--- src/rtl/dsl_defines.vh ---
// Constants for the satellite sensor link block
// Functional notes
// - The latest converted acceleration word is shifted out serially to the master on a read command.
// - Results are 10 bits; response payload length is 8 to 10 bits.
// - 128 bits of one-time programmable storage hold trim, serial number, characteristics.
// - 80 customer bits, programmable over the bus or the test/trim port.
// - Storage integrity is checked by parity continuously, every cycle.
// - Factory and customer regions each carry and check their own parity.
// - Any parity fault forces acceleration read answers to zero.
// - Supply undervoltage: short acceleration reads answer zero, undervoltage flag set.
// - Undervoltage over one millisecond forces reset; silent until recovery and re-init.
// - Daisy-chain switch is open after every reset.
// - Init or reverse init with switch close bit set closes the switch.
// - Reverse init: commands accepted and answered on the downstream port.
// - In reverse mode the upstream port leads on to further devices.
// - Normal mode: master talks on upstream port, downstream passes the chain.
// - Timing comes from a 4 MHz oscillator tick.
`ifndef DSL_DEFINES_VH
`define DSL_DEFINES_VH

// ------------------------------------------------------------------
// Timing
// ------------------------------------------------------------------
`define DSL_CLK_KHZ 100000
`define DSL_OSC_KHZ 4000
`define DSL_OSC_DIV (`DSL_CLK_KHZ / `DSL_OSC_KHZ)
`define DSL_UV_TIMEOUT_US 1000
`define DSL_UV_TICKS ((`DSL_UV_TIMEOUT_US * `DSL_OSC_KHZ) / 1000)

// ------------------------------------------------------------------
// Widths and sizes
// ------------------------------------------------------------------
`define DSL_ACC_W 10
`define DSL_OTP_BITS 128
`define DSL_CUST_BITS 80
`define DSL_FACT_BITS 48
`define DSL_LEN_SHORT_MIN 4'h8
`define DSL_LEN_LONG 4'ha
`define DSL_LEN_ECHO 4'h8
`define DSL_FRAME_W 11

// ------------------------------------------------------------------
// Command codes
// ------------------------------------------------------------------
`define DSL_CMD_INIT 4'h0
`define DSL_CMD_REV_INIT 4'h1
`define DSL_CMD_READ_SHORT 4'h2
`define DSL_CMD_READ_LONG 4'h3
`define DSL_CMD_OTP_READ 4'h4
`define DSL_CMD_OTP_WRITE 4'h5

// ------------------------------------------------------------------
// Command data fields
// ------------------------------------------------------------------
`define DSL_SWITCH_CLOSE_BIT 6
`define DSL_SHORT_LEN_LSB 4
`define DSL_OTP_ADDR_MSB 6
`define DSL_OTP_BYTE_MSB 3

// ------------------------------------------------------------------
// Buffer word layout
// ------------------------------------------------------------------
`define DSL_BUF_W 16
`define DSL_BUF_PORT 15
`define DSL_BUF_UV 14
`define DSL_BUF_LEN_MSB 13
`define DSL_BUF_LEN_LSB 10

`endif

--- src/rtl/dsl_top.v ---
// Digital side of a daisy-chained satellite acceleration sensor
`timescale 1ns/1ps
`default_nettype none
`include "dsl_defines.vh"
module dsl_top #(
  parameter ACC_W = `DSL_ACC_W,
  parameter CUST_BITS = `DSL_CUST_BITS,
  parameter FACT_BITS = `DSL_FACT_BITS,
  parameter OSC_DIV = `DSL_OSC_DIV,
  parameter UV_TICKS = `DSL_UV_TICKS
) (
  input wire clock_i,
  input wire nrst_i,
  input wire acc_valid_i,
  input wire [ACC_W-1:0] acc_data_i,
  input wire upstream_bus_port_cmd_valid_i,
  input wire [3:0] upstream_bus_port_cmd_i,
  input wire [7:0] upstream_bus_port_data_i,
  input wire downstream_bus_port_cmd_valid_i,
  input wire [3:0] downstream_bus_port_cmd_i,
  input wire [7:0] downstream_bus_port_data_i,
  output wire cmd_ready_o,
  input wire storage_cap_supply_low_i,
  input wire [FACT_BITS-1:0] otp_factory_i,
  input wire trim_prog_valid_i,
  input wire [6:0] trim_prog_addr_i,
  output reg upstream_bus_port_tx_o,
  output reg upstream_bus_port_tx_en_o,
  output reg downstream_bus_port_tx_o,
  output reg downstream_bus_port_tx_en_o,
  output reg bus_switch_closed_o,
  output reg reverse_mode_o,
  output reg initialized_o,
  output reg parity_fault_o,
  output reg uv_flag_o,
  output reg por_active_o
);
  // ------------------------------------------------------------------
  // Declarations
  // ------------------------------------------------------------------
  // Counter end points, cut on purpose to the counter widths
  localparam [31:0] DIV_LAST_W = OSC_DIV - 1;
  localparam [31:0] UV_LAST_W = UV_TICKS - 1;
  localparam [4:0] DIV_LAST = DIV_LAST_W[4:0];
  localparam [12:0] UV_LAST = UV_LAST_W[12:0];
  // Short length select code that keeps the previous length
  localparam [1:0] SEL_KEEP = 2'h3;
  // Top bit of the frame shifter, sent first
  localparam integer SHIFT_MSB = `DSL_FRAME_W - 1;

  reg [4:0] div_cnt_ff;
  reg osc_tick_ff;
  reg [12:0] uv_cnt_ff;
  reg [ACC_W-1:0] acc_ff;
  reg [CUST_BITS-1:0] cust_otp_ff;
  reg [1:0] short_sel_ff;
  reg [10:0] shift_ff;
  reg [3:0] bits_left_ff;
  reg busy_ff;
  reg port_ff;

  reg rx_valid;
  reg [3:0] rx_cmd;
  reg [7:0] rx_data;
  reg rx_down;
  reg resp_valid;
  reg [`DSL_BUF_W-1:0] resp_word;
  reg [ACC_W-1:0] acc_resp;
  reg [3:0] short_len;
  reg [7:0] otp_byte;

  wire take;
  wire buf_in_ready;
  wire buf_out_valid;
  wire [`DSL_BUF_W-1:0] buf_out_data;
  wire pop;
  wire fact_fault;
  wire cust_fault;
  wire [`DSL_OTP_BITS-1:0] otp_image;
  wire uv_timeout;
  wire is_init;
  wire [3:0] pop_len;

  // ------------------------------------------------------------------
  // Helpers
  // ------------------------------------------------------------------
  // Keep the top len bits of a result, zero the rest
  function [ACC_W-1:0] top_bits;
    input [ACC_W-1:0] val;
    input [3:0] len;
    reg [ACC_W-1:0] mask;
    begin
      mask = {ACC_W{1'b1}} << (`DSL_LEN_LONG - len);
      top_bits = val & mask;
    end
  endfunction

  // ------------------------------------------------------------------
  // Oscillator tick
  // ------------------------------------------------------------------
  // Divide the system clock to the 4 MHz oscillator rate
  always @(posedge clock_i or negedge nrst_i) begin
    if (!nrst_i) begin
      div_cnt_ff <= 5'h00;
      osc_tick_ff <= 1'b0;
    end else begin
      osc_tick_ff <= (div_cnt_ff == DIV_LAST);
      if (div_cnt_ff == DIV_LAST) begin
        div_cnt_ff <= 5'h00;
      end else begin
        div_cnt_ff <= div_cnt_ff + 5'h01;
      end
    end
  end

  // ------------------------------------------------------------------
  // Undervoltage supervision
  // ------------------------------------------------------------------
  // Timeout fires on the tick that finds the count at its last value
  assign uv_timeout = storage_cap_supply_low_i & osc_tick_ff & (uv_cnt_ff == UV_LAST);

  // Count low-supply time in ticks, restart on recovery
  always @(posedge clock_i or negedge nrst_i) begin
    if (!nrst_i) begin
      uv_cnt_ff <= 13'h0000;
      uv_flag_o <= 1'b0;
      por_active_o <= 1'b0;
    end else begin
      uv_flag_o <= storage_cap_supply_low_i;
      if (!storage_cap_supply_low_i) begin
        uv_cnt_ff <= 13'h0000;
      end else if (osc_tick_ff && uv_cnt_ff != UV_LAST) begin
        uv_cnt_ff <= uv_cnt_ff + 13'h0001;
      end
      if (uv_timeout) begin
        por_active_o <= 1'b1;
      end else if (!storage_cap_supply_low_i) begin
        por_active_o <= 1'b0;
      end
    end
  end

  // ------------------------------------------------------------------
  // One-time programmable storage and parity
  // ------------------------------------------------------------------
  // Full image and per-region parity, even over each region
  assign otp_image = {cust_otp_ff, otp_factory_i};
  assign fact_fault = ^otp_factory_i;
  assign cust_fault = ^cust_otp_ff;

  // Customer bits only go from 0 to 1, except that nrst_i clears them
  always @(posedge clock_i or negedge nrst_i) begin
    if (!nrst_i) begin
      cust_otp_ff <= {CUST_BITS{1'b0}};
      parity_fault_o <= 1'b0;
    end else begin
      parity_fault_o <= fact_fault | cust_fault;
      if (!por_active_o) begin
        if (take && rx_cmd == `DSL_CMD_OTP_WRITE &&
            rx_data[`DSL_OTP_ADDR_MSB:0] < CUST_BITS) begin
          cust_otp_ff[rx_data[`DSL_OTP_ADDR_MSB:0]] <= 1'b1;
        end
        if (trim_prog_valid_i && trim_prog_addr_i < CUST_BITS) begin
          cust_otp_ff[trim_prog_addr_i] <= 1'b1;
        end
      end
    end
  end

  // ------------------------------------------------------------------
  // Acceleration sample
  // ------------------------------------------------------------------
  // Hold the latest converted result
  always @(posedge clock_i or negedge nrst_i) begin
    if (!nrst_i) begin
      acc_ff <= {ACC_W{1'b0}};
    end else if (acc_valid_i) begin
      acc_ff <= acc_data_i;
    end
  end

  // ------------------------------------------------------------------
  // Command selection
  // ------------------------------------------------------------------
  // Pick the port that faces the master
  always @* begin
    rx_valid = 1'b0;
    rx_cmd = upstream_bus_port_cmd_i;
    rx_data = upstream_bus_port_data_i;
    rx_down = 1'b0;
    if (!initialized_o) begin
      if (upstream_bus_port_cmd_valid_i && upstream_bus_port_cmd_i == `DSL_CMD_INIT) begin
        rx_valid = 1'b1;
      end else if (downstream_bus_port_cmd_valid_i &&
                   downstream_bus_port_cmd_i == `DSL_CMD_REV_INIT) begin
        rx_valid = 1'b1;
        rx_cmd = downstream_bus_port_cmd_i;
        rx_data = downstream_bus_port_data_i;
        rx_down = 1'b1;
      end
    end else if (reverse_mode_o) begin
      rx_valid = downstream_bus_port_cmd_valid_i;
      rx_cmd = downstream_bus_port_cmd_i;
      rx_data = downstream_bus_port_data_i;
      rx_down = 1'b1;
    end else begin
      rx_valid = upstream_bus_port_cmd_valid_i;
    end
  end

  // A command is taken only with buffer room and outside reset
  assign take = rx_valid & buf_in_ready & ~por_active_o;
  assign cmd_ready_o = buf_in_ready;
  assign is_init = (rx_cmd == `DSL_CMD_INIT) | (rx_cmd == `DSL_CMD_REV_INIT);

  // ------------------------------------------------------------------
  // Link state
  // ------------------------------------------------------------------
  // Mode, switch and short length after initialization
  always @(posedge clock_i or negedge nrst_i) begin
    if (!nrst_i) begin
      initialized_o <= 1'b0;
      reverse_mode_o <= 1'b0;
      bus_switch_closed_o <= 1'b0;
      short_sel_ff <= 2'h0;
    end else if (uv_timeout || por_active_o) begin
      initialized_o <= 1'b0;
      reverse_mode_o <= 1'b0;
      bus_switch_closed_o <= 1'b0;
      short_sel_ff <= 2'h0;
    end else if (take && is_init) begin
      initialized_o <= 1'b1;
      reverse_mode_o <= rx_down;
      bus_switch_closed_o <= rx_data[`DSL_SWITCH_CLOSE_BIT];
      if (rx_data[`DSL_SHORT_LEN_LSB+1:`DSL_SHORT_LEN_LSB] != SEL_KEEP) begin
        short_sel_ff <= rx_data[`DSL_SHORT_LEN_LSB+1:`DSL_SHORT_LEN_LSB];
      end
    end
  end

  // ------------------------------------------------------------------
  // Response builder
  // ------------------------------------------------------------------
  // Form the answer word for each accepted command with code 0 to 5
  always @* begin
    short_len = `DSL_LEN_SHORT_MIN + {2'h0, short_sel_ff};
    otp_byte = otp_image[rx_data[`DSL_OTP_BYTE_MSB:0]*8 +: 8];
    acc_resp = acc_ff;
    // Parity fault blanks every acceleration answer
    if (parity_fault_o) begin
      acc_resp = {ACC_W{1'b0}};
    end
    resp_valid = 1'b0;
    // Echo word unless a command below replaces it
    resp_word = {rx_down, uv_flag_o, `DSL_LEN_ECHO, rx_data, 2'h0};
    case (rx_cmd)
      `DSL_CMD_INIT, `DSL_CMD_REV_INIT, `DSL_CMD_OTP_WRITE: begin
        resp_valid = take;
      end
      `DSL_CMD_OTP_READ: begin
        resp_valid = take;
        resp_word = {rx_down, uv_flag_o, `DSL_LEN_ECHO, otp_byte, 2'h0};
      end
      `DSL_CMD_READ_SHORT: begin
        resp_valid = take;
        if (uv_flag_o) begin
          acc_resp = {ACC_W{1'b0}};
        end
        resp_word = {rx_down, uv_flag_o, short_len, top_bits(acc_resp, short_len)};
      end
      `DSL_CMD_READ_LONG: begin
        resp_valid = take;
        resp_word = {rx_down, uv_flag_o, `DSL_LEN_LONG, acc_resp};
      end
      default: begin
        resp_valid = 1'b0;
      end
    endcase
  end

  // Responses wait here while the serialiser is busy
  dsl_pair_buf #(
    .W(`DSL_BUF_W)
  ) u_buf (
    .clock_i(clock_i),
    .nrst_i(nrst_i),
    .flush_i(por_active_o),
    .in_valid_i(resp_valid),
    .in_ready_o(buf_in_ready),
    .in_data_i(resp_word),
    .out_valid_o(buf_out_valid),
    .out_ready_i(pop),
    .out_data_o(buf_out_data)
  );

  // ------------------------------------------------------------------
  // Serialiser
  // ------------------------------------------------------------------
  // Start a frame when the serialiser is idle, a word is waiting and reset is off
  assign pop = buf_out_valid & ~busy_ff & ~por_active_o;
  // Frame length field of the word at the buffer head
  assign pop_len = buf_out_data[`DSL_BUF_LEN_MSB:`DSL_BUF_LEN_LSB];

  // Flag bit first, then payload MSB first, one bit per tick
  always @(posedge clock_i or negedge nrst_i) begin
    if (!nrst_i) begin
      shift_ff <= 11'h000;
      bits_left_ff <= 4'h0;
      busy_ff <= 1'b0;
      port_ff <= 1'b0;
    end else if (por_active_o) begin
      busy_ff <= 1'b0;
      bits_left_ff <= 4'h0;
    end else if (pop) begin
      busy_ff <= 1'b1;
      port_ff <= buf_out_data[`DSL_BUF_PORT];
      shift_ff <= {buf_out_data[`DSL_BUF_UV], buf_out_data[ACC_W-1:0]};
      bits_left_ff <= pop_len + 4'h1;
    end else if (busy_ff && osc_tick_ff) begin
      shift_ff <= {shift_ff[SHIFT_MSB-1:0], 1'b0};
      bits_left_ff <= bits_left_ff - 4'h1;
      if (bits_left_ff == 4'h1) begin
        busy_ff <= 1'b0;
      end
    end
  end

  // Drive the bit onto the port facing the master
  always @(posedge clock_i or negedge nrst_i) begin
    if (!nrst_i) begin
      upstream_bus_port_tx_o <= 1'b0;
      upstream_bus_port_tx_en_o <= 1'b0;
      downstream_bus_port_tx_o <= 1'b0;
      downstream_bus_port_tx_en_o <= 1'b0;
    end else begin
      // Enables drop with reset so the ports go quiet at once
      upstream_bus_port_tx_o <= busy_ff & ~port_ff & shift_ff[SHIFT_MSB];
      upstream_bus_port_tx_en_o <= busy_ff & ~port_ff & ~por_active_o;
      downstream_bus_port_tx_o <= busy_ff & port_ff & shift_ff[SHIFT_MSB];
      downstream_bus_port_tx_en_o <= busy_ff & port_ff & ~por_active_o;
    end
  end
endmodule // dsl_top
`default_nettype wire

--- src/rtl/dsl_pair_buf.v ---
// Two-entry buffer between response builder and serialiser
`timescale 1ns/1ps
`default_nettype none
module dsl_pair_buf #(
  parameter W = 16
) (
  input wire clock_i,
  input wire nrst_i,
  input wire flush_i,
  input wire in_valid_i,
  output reg in_ready_o,
  input wire [W-1:0] in_data_i,
  output reg out_valid_o,
  input wire out_ready_i,
  output wire [W-1:0] out_data_o
);
  reg [W-1:0] mem_ff [0:1];
  reg wr_ptr_ff;
  reg rd_ptr_ff;
  reg [1:0] count_ff;
  reg [1:0] nxt_count;
  wire push;
  wire pop;

  // Handshakes on both sides
  assign push = in_valid_i & in_ready_o;
  assign pop = out_valid_o & out_ready_i;
  assign out_data_o = mem_ff[rd_ptr_ff];

  // Occupancy after this cycle
  always @* begin
    nxt_count = count_ff;
    if (push & ~pop) begin
      nxt_count = count_ff + 2'h1;
    end else if (pop & ~push) begin
      nxt_count = count_ff - 2'h1;
    end
    if (flush_i) begin
      nxt_count = 2'h0;
    end
  end

  // Pointers, occupancy and registered flags
  always @(posedge clock_i or negedge nrst_i) begin
    if (!nrst_i) begin
      wr_ptr_ff <= 1'b0;
      rd_ptr_ff <= 1'b0;
      count_ff <= 2'h0;
      in_ready_o <= 1'b1;
      out_valid_o <= 1'b0;
    end else begin
      count_ff <= nxt_count;
      in_ready_o <= (nxt_count != 2'h2);
      out_valid_o <= (nxt_count != 2'h0);
      if (flush_i) begin
        wr_ptr_ff <= 1'b0;
        rd_ptr_ff <= 1'b0;
      end else begin
        if (push) begin
          wr_ptr_ff <= ~wr_ptr_ff;
        end
        if (pop) begin
          rd_ptr_ff <= ~rd_ptr_ff;
        end
      end
    end
  end

  // Storage, written without reset
  always @(posedge clock_i) begin
    if (push & ~flush_i) begin
      mem_ff[wr_ptr_ff] <= in_data_i;
    end
  end
endmodule // dsl_pair_buf
`default_nettype wire

--- config.mk ---
export PLATFORM = sky130hd
export DESIGN_NAME = dsl_top
export DESIGN_NICKNAME = d
export VERILOG_FILES = /design/src/rtl/dsl_top.v /design/src/rtl/dsl_pair_buf.v
export VERILOG_INCLUDE_DIRS = /design/src /design/src/rtl
export SDC_FILE = /design/constraint.sdc
export NUM_CORES = 1
export LEC_CHECK = 0
export BUFFER_PORTS_ARGS = -buffer_cell sky130_fd_sc_hd__buf_4
export CAP_MARGIN = 20
export CORE_MARGIN = 2
export CORE_UTILIZATION = 35
export DETAILED_ROUTE_END_ITERATION = 8
export PLACE_DENSITY_LB_ADDON = 0.25
export SYNTH_ARGS = -nofsm -noshare
export SYNTH_HDL_FRONTEND = slang
export SYNTH_SLANG_ARGS = --single-unit
--- constraint.sdc ---
create_clock -name clock_i -period 2.95 [get_ports clock_i]
set_clock_uncertainty 0.15 [all_clocks]
set_input_delay 0.295 -clock clock_i [delete_from_list [all_inputs] [get_ports clock_i]]
set_output_delay 0.295 -clock clock_i [all_outputs]
set_load 0.02 [all_outputs]
==> flow_summary.toml, run 1 <==
[power_and_ir_drop]
power.switching_mw = 2.17
p_leak_nw = 5.67
p_int_mw = 4.75
clkPwrFrac_pct = 32.3
p_comb_share_pct = 27.8
power_density_nw_per_um2 = 506
seq_power_share_pct = 39.9
ir_drop_v = 0.000416
switching_share_pct = 31.4

[worst_setup_path]
r2r-start = "initialized_o$_DFFE_PN0P_"
path_buf_inv = 3
cp.depth = 11
crit_start = "initialized_o$_DFFE_PN0P_"
arrival_ns = 3.22
critical-path-max-stage-delay_ns = 0.43
r2r-end = "cust_otp_ff[53]$_DFFE_PN0N_"
end_kind = "flop"
cp_cell_sequence = "nand3b_1 -> a211oi_4 -> nor2_4 -> clkinv_4 -> mux2_4 -> a2111oi_4 -> clkbuf_16 -> nor2b_2 -> buf_2 -> a22oi_1 -> o21bai_1"
reg2reg_slack_ns = -0.06
endpoint = "cust_otp_ff[53]$_DFFE_PN0N_"
start_kind = "flop"
crit_type = "reg2reg"
required_ns = 3.16
slowest_stage = "dfrtp_1"
crit_family = "compound AO/OA/AOI/OAI gates"
path_max_fanout = 8
r2r_cells = 11

[logic_synthesis]
post-synth-top-area-fraction_pct = 34.1
ys_ff_latch = 172
avgSynthCellArea_sq_um = 10.0
ys.flop_type = "dfrtp_1"
synth.most_common_cell = "dfrtp_1"
synth_commonest_cells = "dfrtp_1 (143), xnor2_1 (122), nand2_1 (83)"
synth_area_sq_um = 10500
synth_edf_count = 28
yosys-top-cells-area = "dfrtp_1 (34%), xnor2_1 (10%), edfxtp_1 (8.0%)"
ys_async_sr_fraction_pct = 83.7
synth.largest_area_cell = "dfrtp_1"
synth_cells = 1047
seq_area_frac_synth_pct = 42.3
syn_nets = 1151
yosysUniqueCellTypes = 87
yosysWarnings = 0

[route]
ant_nets = 0
drt_iter0_markers = 935
routed_wl_mm = 36.8
drcViolationCount = 0
dr.pass1.iters = 8
viasPerCell = 5.64
wl_per_cell_um = 22.0
vias = 9457

[clocking]
cts_buffers = 17
clk_pin_slew_worst_paths_ns = 0.08
clk_latency_ns = 0.45
clk_path_buf_depth = 2
clock-sinks = 172
cts-root-buf = "clkbuf_16"
cts-htree-levels = 4
cts_tree = "yes"

[placed_design]
dp.final_hpwl_mm = 27.6
dp_slack_ns = -0.186
dp.cells = 1622
place_congestion = 0.932
numPortBuffers = 106
placedInstanceArea_sq_um = 12700

[job]
cap_violations = 0

[timing]
setup_ws_ns = -0.0625
slew_headroom_pct = 45.4
hold_viol = 0
rsz0062_at_grt = "true"
timing.fmax_mhz = 332
finalSetupTns_ns = -0.888
fin_crit_sh_pct = 102
worstMarginPinSlew_ns = 0.819
setup-violations-final = 30
period_needed_ns = 3.01
final_max_slew_viol_count = 0

[global_route]
grt_pass1_vias = 9373
grtUsageTotal_pct = 23.4
grt_overflow = 0
antenna_found_initial = 0
grt_first_pass_wirelength_mm = 55.1
grt_max_degree = 78

[worst_hold_path]
hp-class = "in2reg"

[floorplanning]
die_area_sq_um = 31400
start_util_pct = 35.5
die_y_um = 177
row_count = 63
core_sq_um = 29600
num_io_pins = 107
die_width_um = 177

[finish]
final_nets = 1377
area_growth_pct = 30.3
fin_cells = 1676
n_antenna_cell = 0
fillers = 2836
drive_gt1_share_pct = 28.2
final_area_sq_um = 13700

[run_status]
status = "finished with violations"
violations = "negative setup slack"
==> registers in the layout, summed over array words and instances (netlist names), 2 cells and up <==
register / flops
cust_otp_ff: 80
short_sel_ff: 2
div_cnt_ff: 5
uv_cnt_ff: 13
acc_ff: 10
u_buf.mem_ff: 28
u_buf.count_ff: 2
bits_left_ff: 4
shift_ff: 11
==> cell families after synthesis <==
group	after synthesis	share of synthesized area, %
flip-flops	172	42.3
adder cells (fa/ha/maj)	8	0.953
XOR/XNOR	142	11.8
multiplexers	44	4.53
AO/OA/AOI/OAI	322	22.9
AND/OR/NAND/NOR	284	14.2
buffers and inverters	75	3.29
==> area by class of cell <==
class / instances / area, sq um / area share (%)
clock buffers: 20 / 467 / 3.41
flip-flops and latches: 172 / 4450 / 32.5
well taps: 390 / 488 / 3.57
clock inverters: 12 / 111 / 0.814
inverters: 22 / 87.6 / 0.640
multi-input cells: 800 / 5900 / 43.1
repair buffers: 260 / 2190 / 16.0
==> worst min-delay path by stage <==
stage                 from                     to  slack (ns)  cells after the start
2_1_floorplan       nrst_i  acc_ff[0]$_DFFE_PN0P_       -0.15                      0
3_3_place_gp        nrst_i    busy_ff$_DFFE_PN0P_        0.22                      1
3_5_place_dp        nrst_i    busy_ff$_DFFE_PN0P_        0.22                      1
4_1_cts        acc_valid_i  acc_ff[4]$_DFFE_PN0P_        0.06                      2
5_1_grt        acc_valid_i  acc_ff[4]$_DFFE_PN0P_        0.08                      2
6_report       acc_valid_i  acc_ff[4]$_DFFE_PN0P_        0.08                      2
==> placed cells by master (no fill, tap or decap), types with 12 or more instances in the layout <==
cell / count
o22ai_1: 18
dlygate4sd3_1: 12
clkbuf_16: 18
and2_1: 16
buf_12: 13
nand2_1: 81
mux2_2: 17
nand3_1: 15
nor2_1: 57
o21bai_1: 57
nor2b_1: 13
xor2_1: 20
a221o_1: 22
xnor2_1: 122
buf_4: 222
o21ai_0: 39
mux2i_1: 23
edfxtp_1: 28
nor3_1: 20
dfrtp_1: 142
inv_1: 21
a22oi_1: 52
a21oi_1: 22
==> power groups by stage <==
stage               sequential [mW]  clock [mW]  combinational, mW
floorplan                      2.71           0               1.24
global placement               2.79           0               1.84
detailed placement             2.79           0               1.87
CTS                            2.75        2.27               1.89
global route                   2.77        2.38               2.07
finish                         2.76        2.24               1.93
==> what timing repair did <==
| item | in CTS | in global routing |
|---|---|---|
| endpoints found under the setup margin | 12 | 88 |
| pin swaps | 0 | 35 |
| hold buffers | 12 | 0 |
| setup buffers | 1 | 5 |
| hold endpoints to repair | 85 | 0 |
| gates cloned | 0 | 4 |
| resized for setup | 2 | 52 |
==> stage by stage <==
step | hold slack [ns] | util (%) | total power [mW]
2_1_floorplan | -0.151 | - | 3.95
3_3_place_gp | 0.224 | 42.9 | 4.64
3_5_place_dp | 0.223 | 42.9 | 4.66
4_1_cts | 0.0629 | 45.4 | 6.91
5_1_grt | 0.0775 | 46.3 | 7.22
6_report | 0.0789 | 46.3 | 6.92
==> layer usage <==
| metal | vias to the layer above | GRT usage [%] | share of wire, % |
|---|---|---|---|
| li1 | 4317 | - | - |
| met1 | 4650 | 30.9 | 42 |
| met2 | 422 | 37.0 | 47 |
| met3 | 68 | 6.29 | 8.8 |
| met4 | 0 | 8.40 | 2.8 |
| met5 | - | 0 | 0 |
Power figures use the tool's default switching activity.
==> run 2: changes to the inputs <==
--- a/config.mk
+++ b/config.mk
@@ -10,6 +10,7 @@
 export CAP_MARGIN = 20
 export CORE_MARGIN = 2
 export CORE_UTILIZATION = 35
+export CTS_BUF_LIST = sky130_fd_sc_hd__clkbuf_4 sky130_fd_sc_hd__clkbuf_8
 export DETAILED_ROUTE_END_ITERATION = 8
 export PLACE_DENSITY_LB_ADDON = 0.25
 export SYNTH_ARGS = -nofsm -noshare
==> flow_summary.toml, run 2 (synthesized netlist as in run 1, its figures left out) <==
[run_status]
status = "finished with violations"
violations = "negative setup slack"

[finish]
layout_common_cells = "buf_4 (231), dfrtp_1 (142), xnor2_1 (122)"
n_antenna_cell = 0
largest_registers = "cust_otp_ff x80, u_buf.mem_ff x28, uv_cnt_ff x13"
drive_gt1_share_pct = 29.2
largest-register = "cust_otp_ff"
seqCellArea_sq_um = 4450
final_area_sq_um = 13600
fillers = 2842
final_common_cell = "buf_4"
multiInputGateArea_sq_um = 5960
area_growth_pct = 29.7
largest_register_ffs = 80
final_nets = 1388

[clocking]
cts_buffers = 17
cts_tree = "yes"
clk_pin_slew_worst_paths_ns = 0.11
clk_latency_ns = 0.50
cts-htree-levels = 4
clk_path_buf_depth = 2
cts-root-buf = "clkbuf_8"
clock-sinks = 172

[timing]
finalSetupTns_ns = -0.00252
rsz0062_at_grt = "true"
final_max_slew_viol_count = 0
timing.fmax_mhz = 339
hold_viol = 0
fin_crit_sh_pct = 100
worstMarginPinSlew_ns = 0.815
setup_ws_ns = -0.00252
period_needed_ns = 2.95
slew_headroom_pct = 45.7
setup-violations-final = 1

[worst_setup_path]
r2r-start = "initialized_o$_DFFE_PN0P_"
critical-path-max-stage-delay_ns = 0.44
crit_start = "initialized_o$_DFFE_PN0P_"
path_max_fanout = 8
crit_type = "reg2reg"
path_buf_inv = 3
start_kind = "flop"
cp_cell_sequence = "nand3b_1 -> a211oi_4 -> nor2_4 -> clkinv_4 -> mux2_4 -> a2111oi_4 -> buf_12 -> nor2b_2 -> buf_4 -> a22oi_1 -> o21bai_1"
slowest_stage = "dfrtp_1"
end_kind = "flop"
arrival_ns = 3.21
required_ns = 3.21
crit_family = "compound AO/OA/AOI/OAI gates"

[placed_design]
dp.final_hpwl_mm = 27.6
dp_slack_ns = -0.186
numPortBuffers = 106
placedInstanceArea_sq_um = 12700
place_congestion = 0.932

[route]
viasPerCell = 5.65
routed_wl_mm = 37.1
drt_iter0_markers = 940
vias = 9536
dr.pass1.iters = 6
wl_per_cell_um = 22.0
ant_nets = 0
drcViolationCount = 0

[floorplanning]
die_area_sq_um = 31400
start_util_pct = 35.5
core_sq_um = 29600
row_count = 63
die_width_um = 177
num_io_pins = 107
die_y_um = 177

[job]
cap_violations = 0

[global_route]
grt_overflow = 0
grtUsageTotal_pct = 23.5
grt_max_degree = 78
grt_pass1_vias = 9370
grt_first_pass_wirelength_mm = 55.1
antenna_found_initial = 0

[power_and_ir_drop]
ir_drop_v = 0.000301
power_density_nw_per_um2 = 470
p_leak_nw = 5.66

[worst_hold_path]
hp-class = "in2reg"
hp-start = "acc_valid_i"
run 2: cell types whose count changed in the layout (fill, tap and decap cells not counted), moves of 3 or more:
cell / before / now
o21ai_0: 39 / 36
o22ai_1: 18 / 15
clkbuf_8: 3 / 20
clkbuf_16: 18 / 0
a22oi_2: 10 / 2
buf_4: 222 / 231
a22oi_1: 52 / 60
run 2: timing repair:
action	4_1_cts	5_1_grt
pin swaps	2	22
setup endpoints to repair	19	89
cloned	1	7
resized for setup	6	60
buffers inserted	2	12
hold buffers	12	0
endpoints found under the hold margin	98	0
run 2: area by class of cell:
class,instances,share of cell area [%]
Multi-Input combinational cell,800,43.8
Sequential cell,172,32.6
Clock buffer,20,2.02
Inverter,22,0.643
Tap cell,390,3.58
Clock inverter,12,0.817
Timing Repair Buffer,270,16.5
Timing Repair inverter,1,0.0367
run 2: path summary, 6_finish.rpt:
check	slack [ns]	endpoint	depth (start not counted)
worst min-delay path	0.03	acc_ff[4]$_DFFE_PN0P_	2
worst max-delay path	-0.003	cust_otp_ff[14]$_DFFE_PN0N_	11
worst min register to register	0.33	shift_ff[6]$_DFFE_PN0P_	2
max in group asynchronous	1.65	cust_otp_ff[76]$_DFFE_PN0N_	3
worst max register to register	-0.003	cust_otp_ff[14]$_DFFE_PN0N_	11
min in group asynchronous	0.21	bits_left_ff[0]$_DFFE_PN0P_	2
run 2: per-layer routing:
metal	vias to the layer above	track usage, %	share of wire (%)
li1	4334	-	-
met1	4701	31.3	42
met2	441	37.1	47
met3	60	5.76	8.4
met4	0	8.16	2.8
met5	-	0	0
run 2: per-stage QoR:
step	hold slack [ns]	power, mW	std cells	utilization, %
2_1_floorplan	-0.151	3.95	1047	-
3_3_place_gp	0.224	4.64	1621	42.9
3_5_place_dp	0.223	4.66	1622	42.9
4_1_cts	0.00947	6.35	1669	44.8
5_1_grt	0.0136	6.68	1687	46.1
6_report	0.0288	6.40	1687	46.1
run 2: power by group:
part | internal (mW) | switching [mW]
Sequential | 2.56 | 0.203
Clock | 0.739 | 0.943
Combinational | 0.974 | 0.986
==> run 3: changes to the inputs <==
--- a/config.mk
+++ b/config.mk
@@ -9,9 +9,10 @@
 export BUFFER_PORTS_ARGS = -buffer_cell sky130_fd_sc_hd__buf_4
 export CAP_MARGIN = 20
 export CORE_MARGIN = 2
-export CORE_UTILIZATION = 35
+export CORE_UTILIZATION = 50
 export CTS_BUF_LIST = sky130_fd_sc_hd__clkbuf_4 sky130_fd_sc_hd__clkbuf_8
 export DETAILED_ROUTE_END_ITERATION = 8
+export MAX_ROUTING_LAYER = met4
 export PLACE_DENSITY_LB_ADDON = 0.25
 export SYNTH_ARGS = -nofsm -noshare
 export SYNTH_HDL_FRONTEND = slang
==> flow_summary.toml, run 3 (synthesized netlist as in run 1, its figures left out) <==
[floorplanning]
start_util_pct = 50.5
core_sq_um = 20800
die_y_um = 149
row_count = 53
die_area_sq_um = 22200
die_width_um = 149
num_io_pins = 107

[finish]
multiInputGateArea_sq_um = 6020
drive_gt1_share_pct = 28.8
fillers = 1702
fin_util_pct = 64.6
largest-register = "cust_otp_ff"
seqCellArea_sq_um = 4450
final_common_cell = "buf_4"
final_nets = 1365
n_antenna_cell = 0
fin_cells = 1549
final_area_sq_um = 13500
area_growth_pct = 28.1
largest_registers = "cust_otp_ff x80, u_buf.mem_ff x28, uv_cnt_ff x13"
largest_register_ffs = 80
layout_common_cells = "buf_4 (205), dfrtp_1 (142), xnor2_1 (122)"

[worst_setup_path]
r2r-start = "initialized_o$_DFFE_PN0P_"
crit_type = "reg2reg"
crit_start = "initialized_o$_DFFE_PN0P_"
path_max_fanout = 6
reg2reg_slack_ns = 0.02
start_kind = "flop"
arrival_ns = 3.02
end_kind = "flop"
required_ns = 3.04
r2r-end = "u_buf.mem_ff[1][5]$_DFFE_PP_"
r2r_cells = 13

[timing]
slew_headroom_pct = 31.2
fin_crit_sh_pct = 99.4
timing.fmax_mhz = 341
hold_viol = 0
period_needed_ns = 2.93
rsz0062_at_grt = "true"
finalSetupTns_ns = 0
setup-violations-final = 0
worstMarginPinSlew_ns = 1.03
final_max_slew_viol_count = 0

[worst_hold_path]
whs_path_depth = 2
hp-start = "acc_valid_i"
hold_end = "acc_ff[2]$_DFFE_PN0P_"
hp-class = "in2reg"

[route]
wl_per_cell_um = 22.6
viasPerCell = 6.23
drt_iter0_markers = 1368
vias = 9644
drcViolationCount = 0
ant_nets = 0
routed_wl_mm = 35.1
dr.pass1.iters = 6

[placed_design]
place_congestion = 0.962
dp.final_hpwl_mm = 25.8
placedInstanceArea_sq_um = 12400
numPortBuffers = 106
dp.cells = 1489

[global_route]
grt_max_degree = 70
grt_overflow = 0
grt_first_pass_wirelength_mm = 52.8
grtUsageTotal_pct = 32.5
grt_pass1_vias = 9255
antenna_found_initial = 0

[clocking]
cts-root-buf = "clkbuf_8"
cts_buffers = 17
clk_path_buf_depth = 2
cts-htree-levels = 4
clk_latency_ns = 0.49
cts_tree = "yes"
clk_pin_slew_worst_paths_ns = 0.10
clock-sinks = 172

[power_and_ir_drop]
ir_drop_v = 0.000355
power_mw = 6.66
p_leak_nw = 5.60
power_density_nw_per_um2 = 495

[job]
cap_violations = 0

[run_status]
status = "complete, no violations"
==> run 3: layout make-up <==
type,instances,share of cell area (%)
flip-flops and latches,172,33.0
clock buffers,19,1.90
repair buffers,248,15.7
well taps,275,2.56
clock inverters,13,1.51
multi-input cells,800,44.7
inverters,22,0.632
==> run 3: per-stage QoR <==
stage / setup WS, ns / hold slack [ns]
detailed placement: -0.151 / 0.191
CTS: 0.00879 / 0.0182
floorplan: 0.0682 / -0.151
global route: -0.0731 / 0.0322
global placement: -0.141 / 0.191
finish: 0.0166 / 0.0296
==> run 3: where the power goes <==
part           total (mW)  leakage (nW)  switching [mW]  internal, mW
clock network        1.95         0.236           0.964         0.983
logic                1.98          3.29            1.02         0.952
registers            2.74          2.07           0.180          2.56
total                6.66          5.60            2.17          4.49
==> run 3: worst max path at each step <==
| stage | end | slack, ns | cells after the start |
|---|---|---|---|
| 4_1_cts | cust_otp_ff[39]$_DFFE_PN0N_ | 0.009 | 12 |
| 3_5_place_dp | u_buf.mem_ff[0][2]$_DFFE_PP_ | -0.15 | 11 |
| 2_1_floorplan | u_buf.mem_ff[0][5]$_DFFE_PP_ | 0.07 | 11 |
| 6_report | u_buf.mem_ff[1][5]$_DFFE_PP_ | 0.02 | 13 |
| 3_3_place_gp | u_buf.mem_ff[1][7]$_DFFE_PP_ | -0.14 | 9 |
| 5_1_grt | cust_otp_ff[31]$_DFFE_PN0N_ | -0.07 | 12 |
==> run 3: worst max-delay path, stage by stage (launching register included) <==
cell      delay (ns)
dfrtp_1         0.43
nand3b_1        0.25
buf_4           0.18
buf_4           0.13
o21ai_1         0.15
buf_4           0.17
buf_4           0.12
a22o_4          0.13
buf_4           0.16
nand2_1         0.08
o221ai_1        0.20
a211oi_2        0.09
buf_4           0.15
o31a_1          0.30
==> run 3: layer usage <==
metal	track usage (%)	share of wire [%]
met5	-	0
met4	14.4	4.6
met3	6.73	8.4
met2	51.1	47
met1	40.9	40
==> run 3: timing repair <==
item / in CTS / in global routing
pin swaps: 7 / 40
setup buffers: 7 / 4
gates resized for setup: 27 / 67
endpoints found under the setup margin: 9 / 87
endpoints found under the hold margin: 91 / 0
gates cloned: 4 / 1
hold buffers: 12 / 0
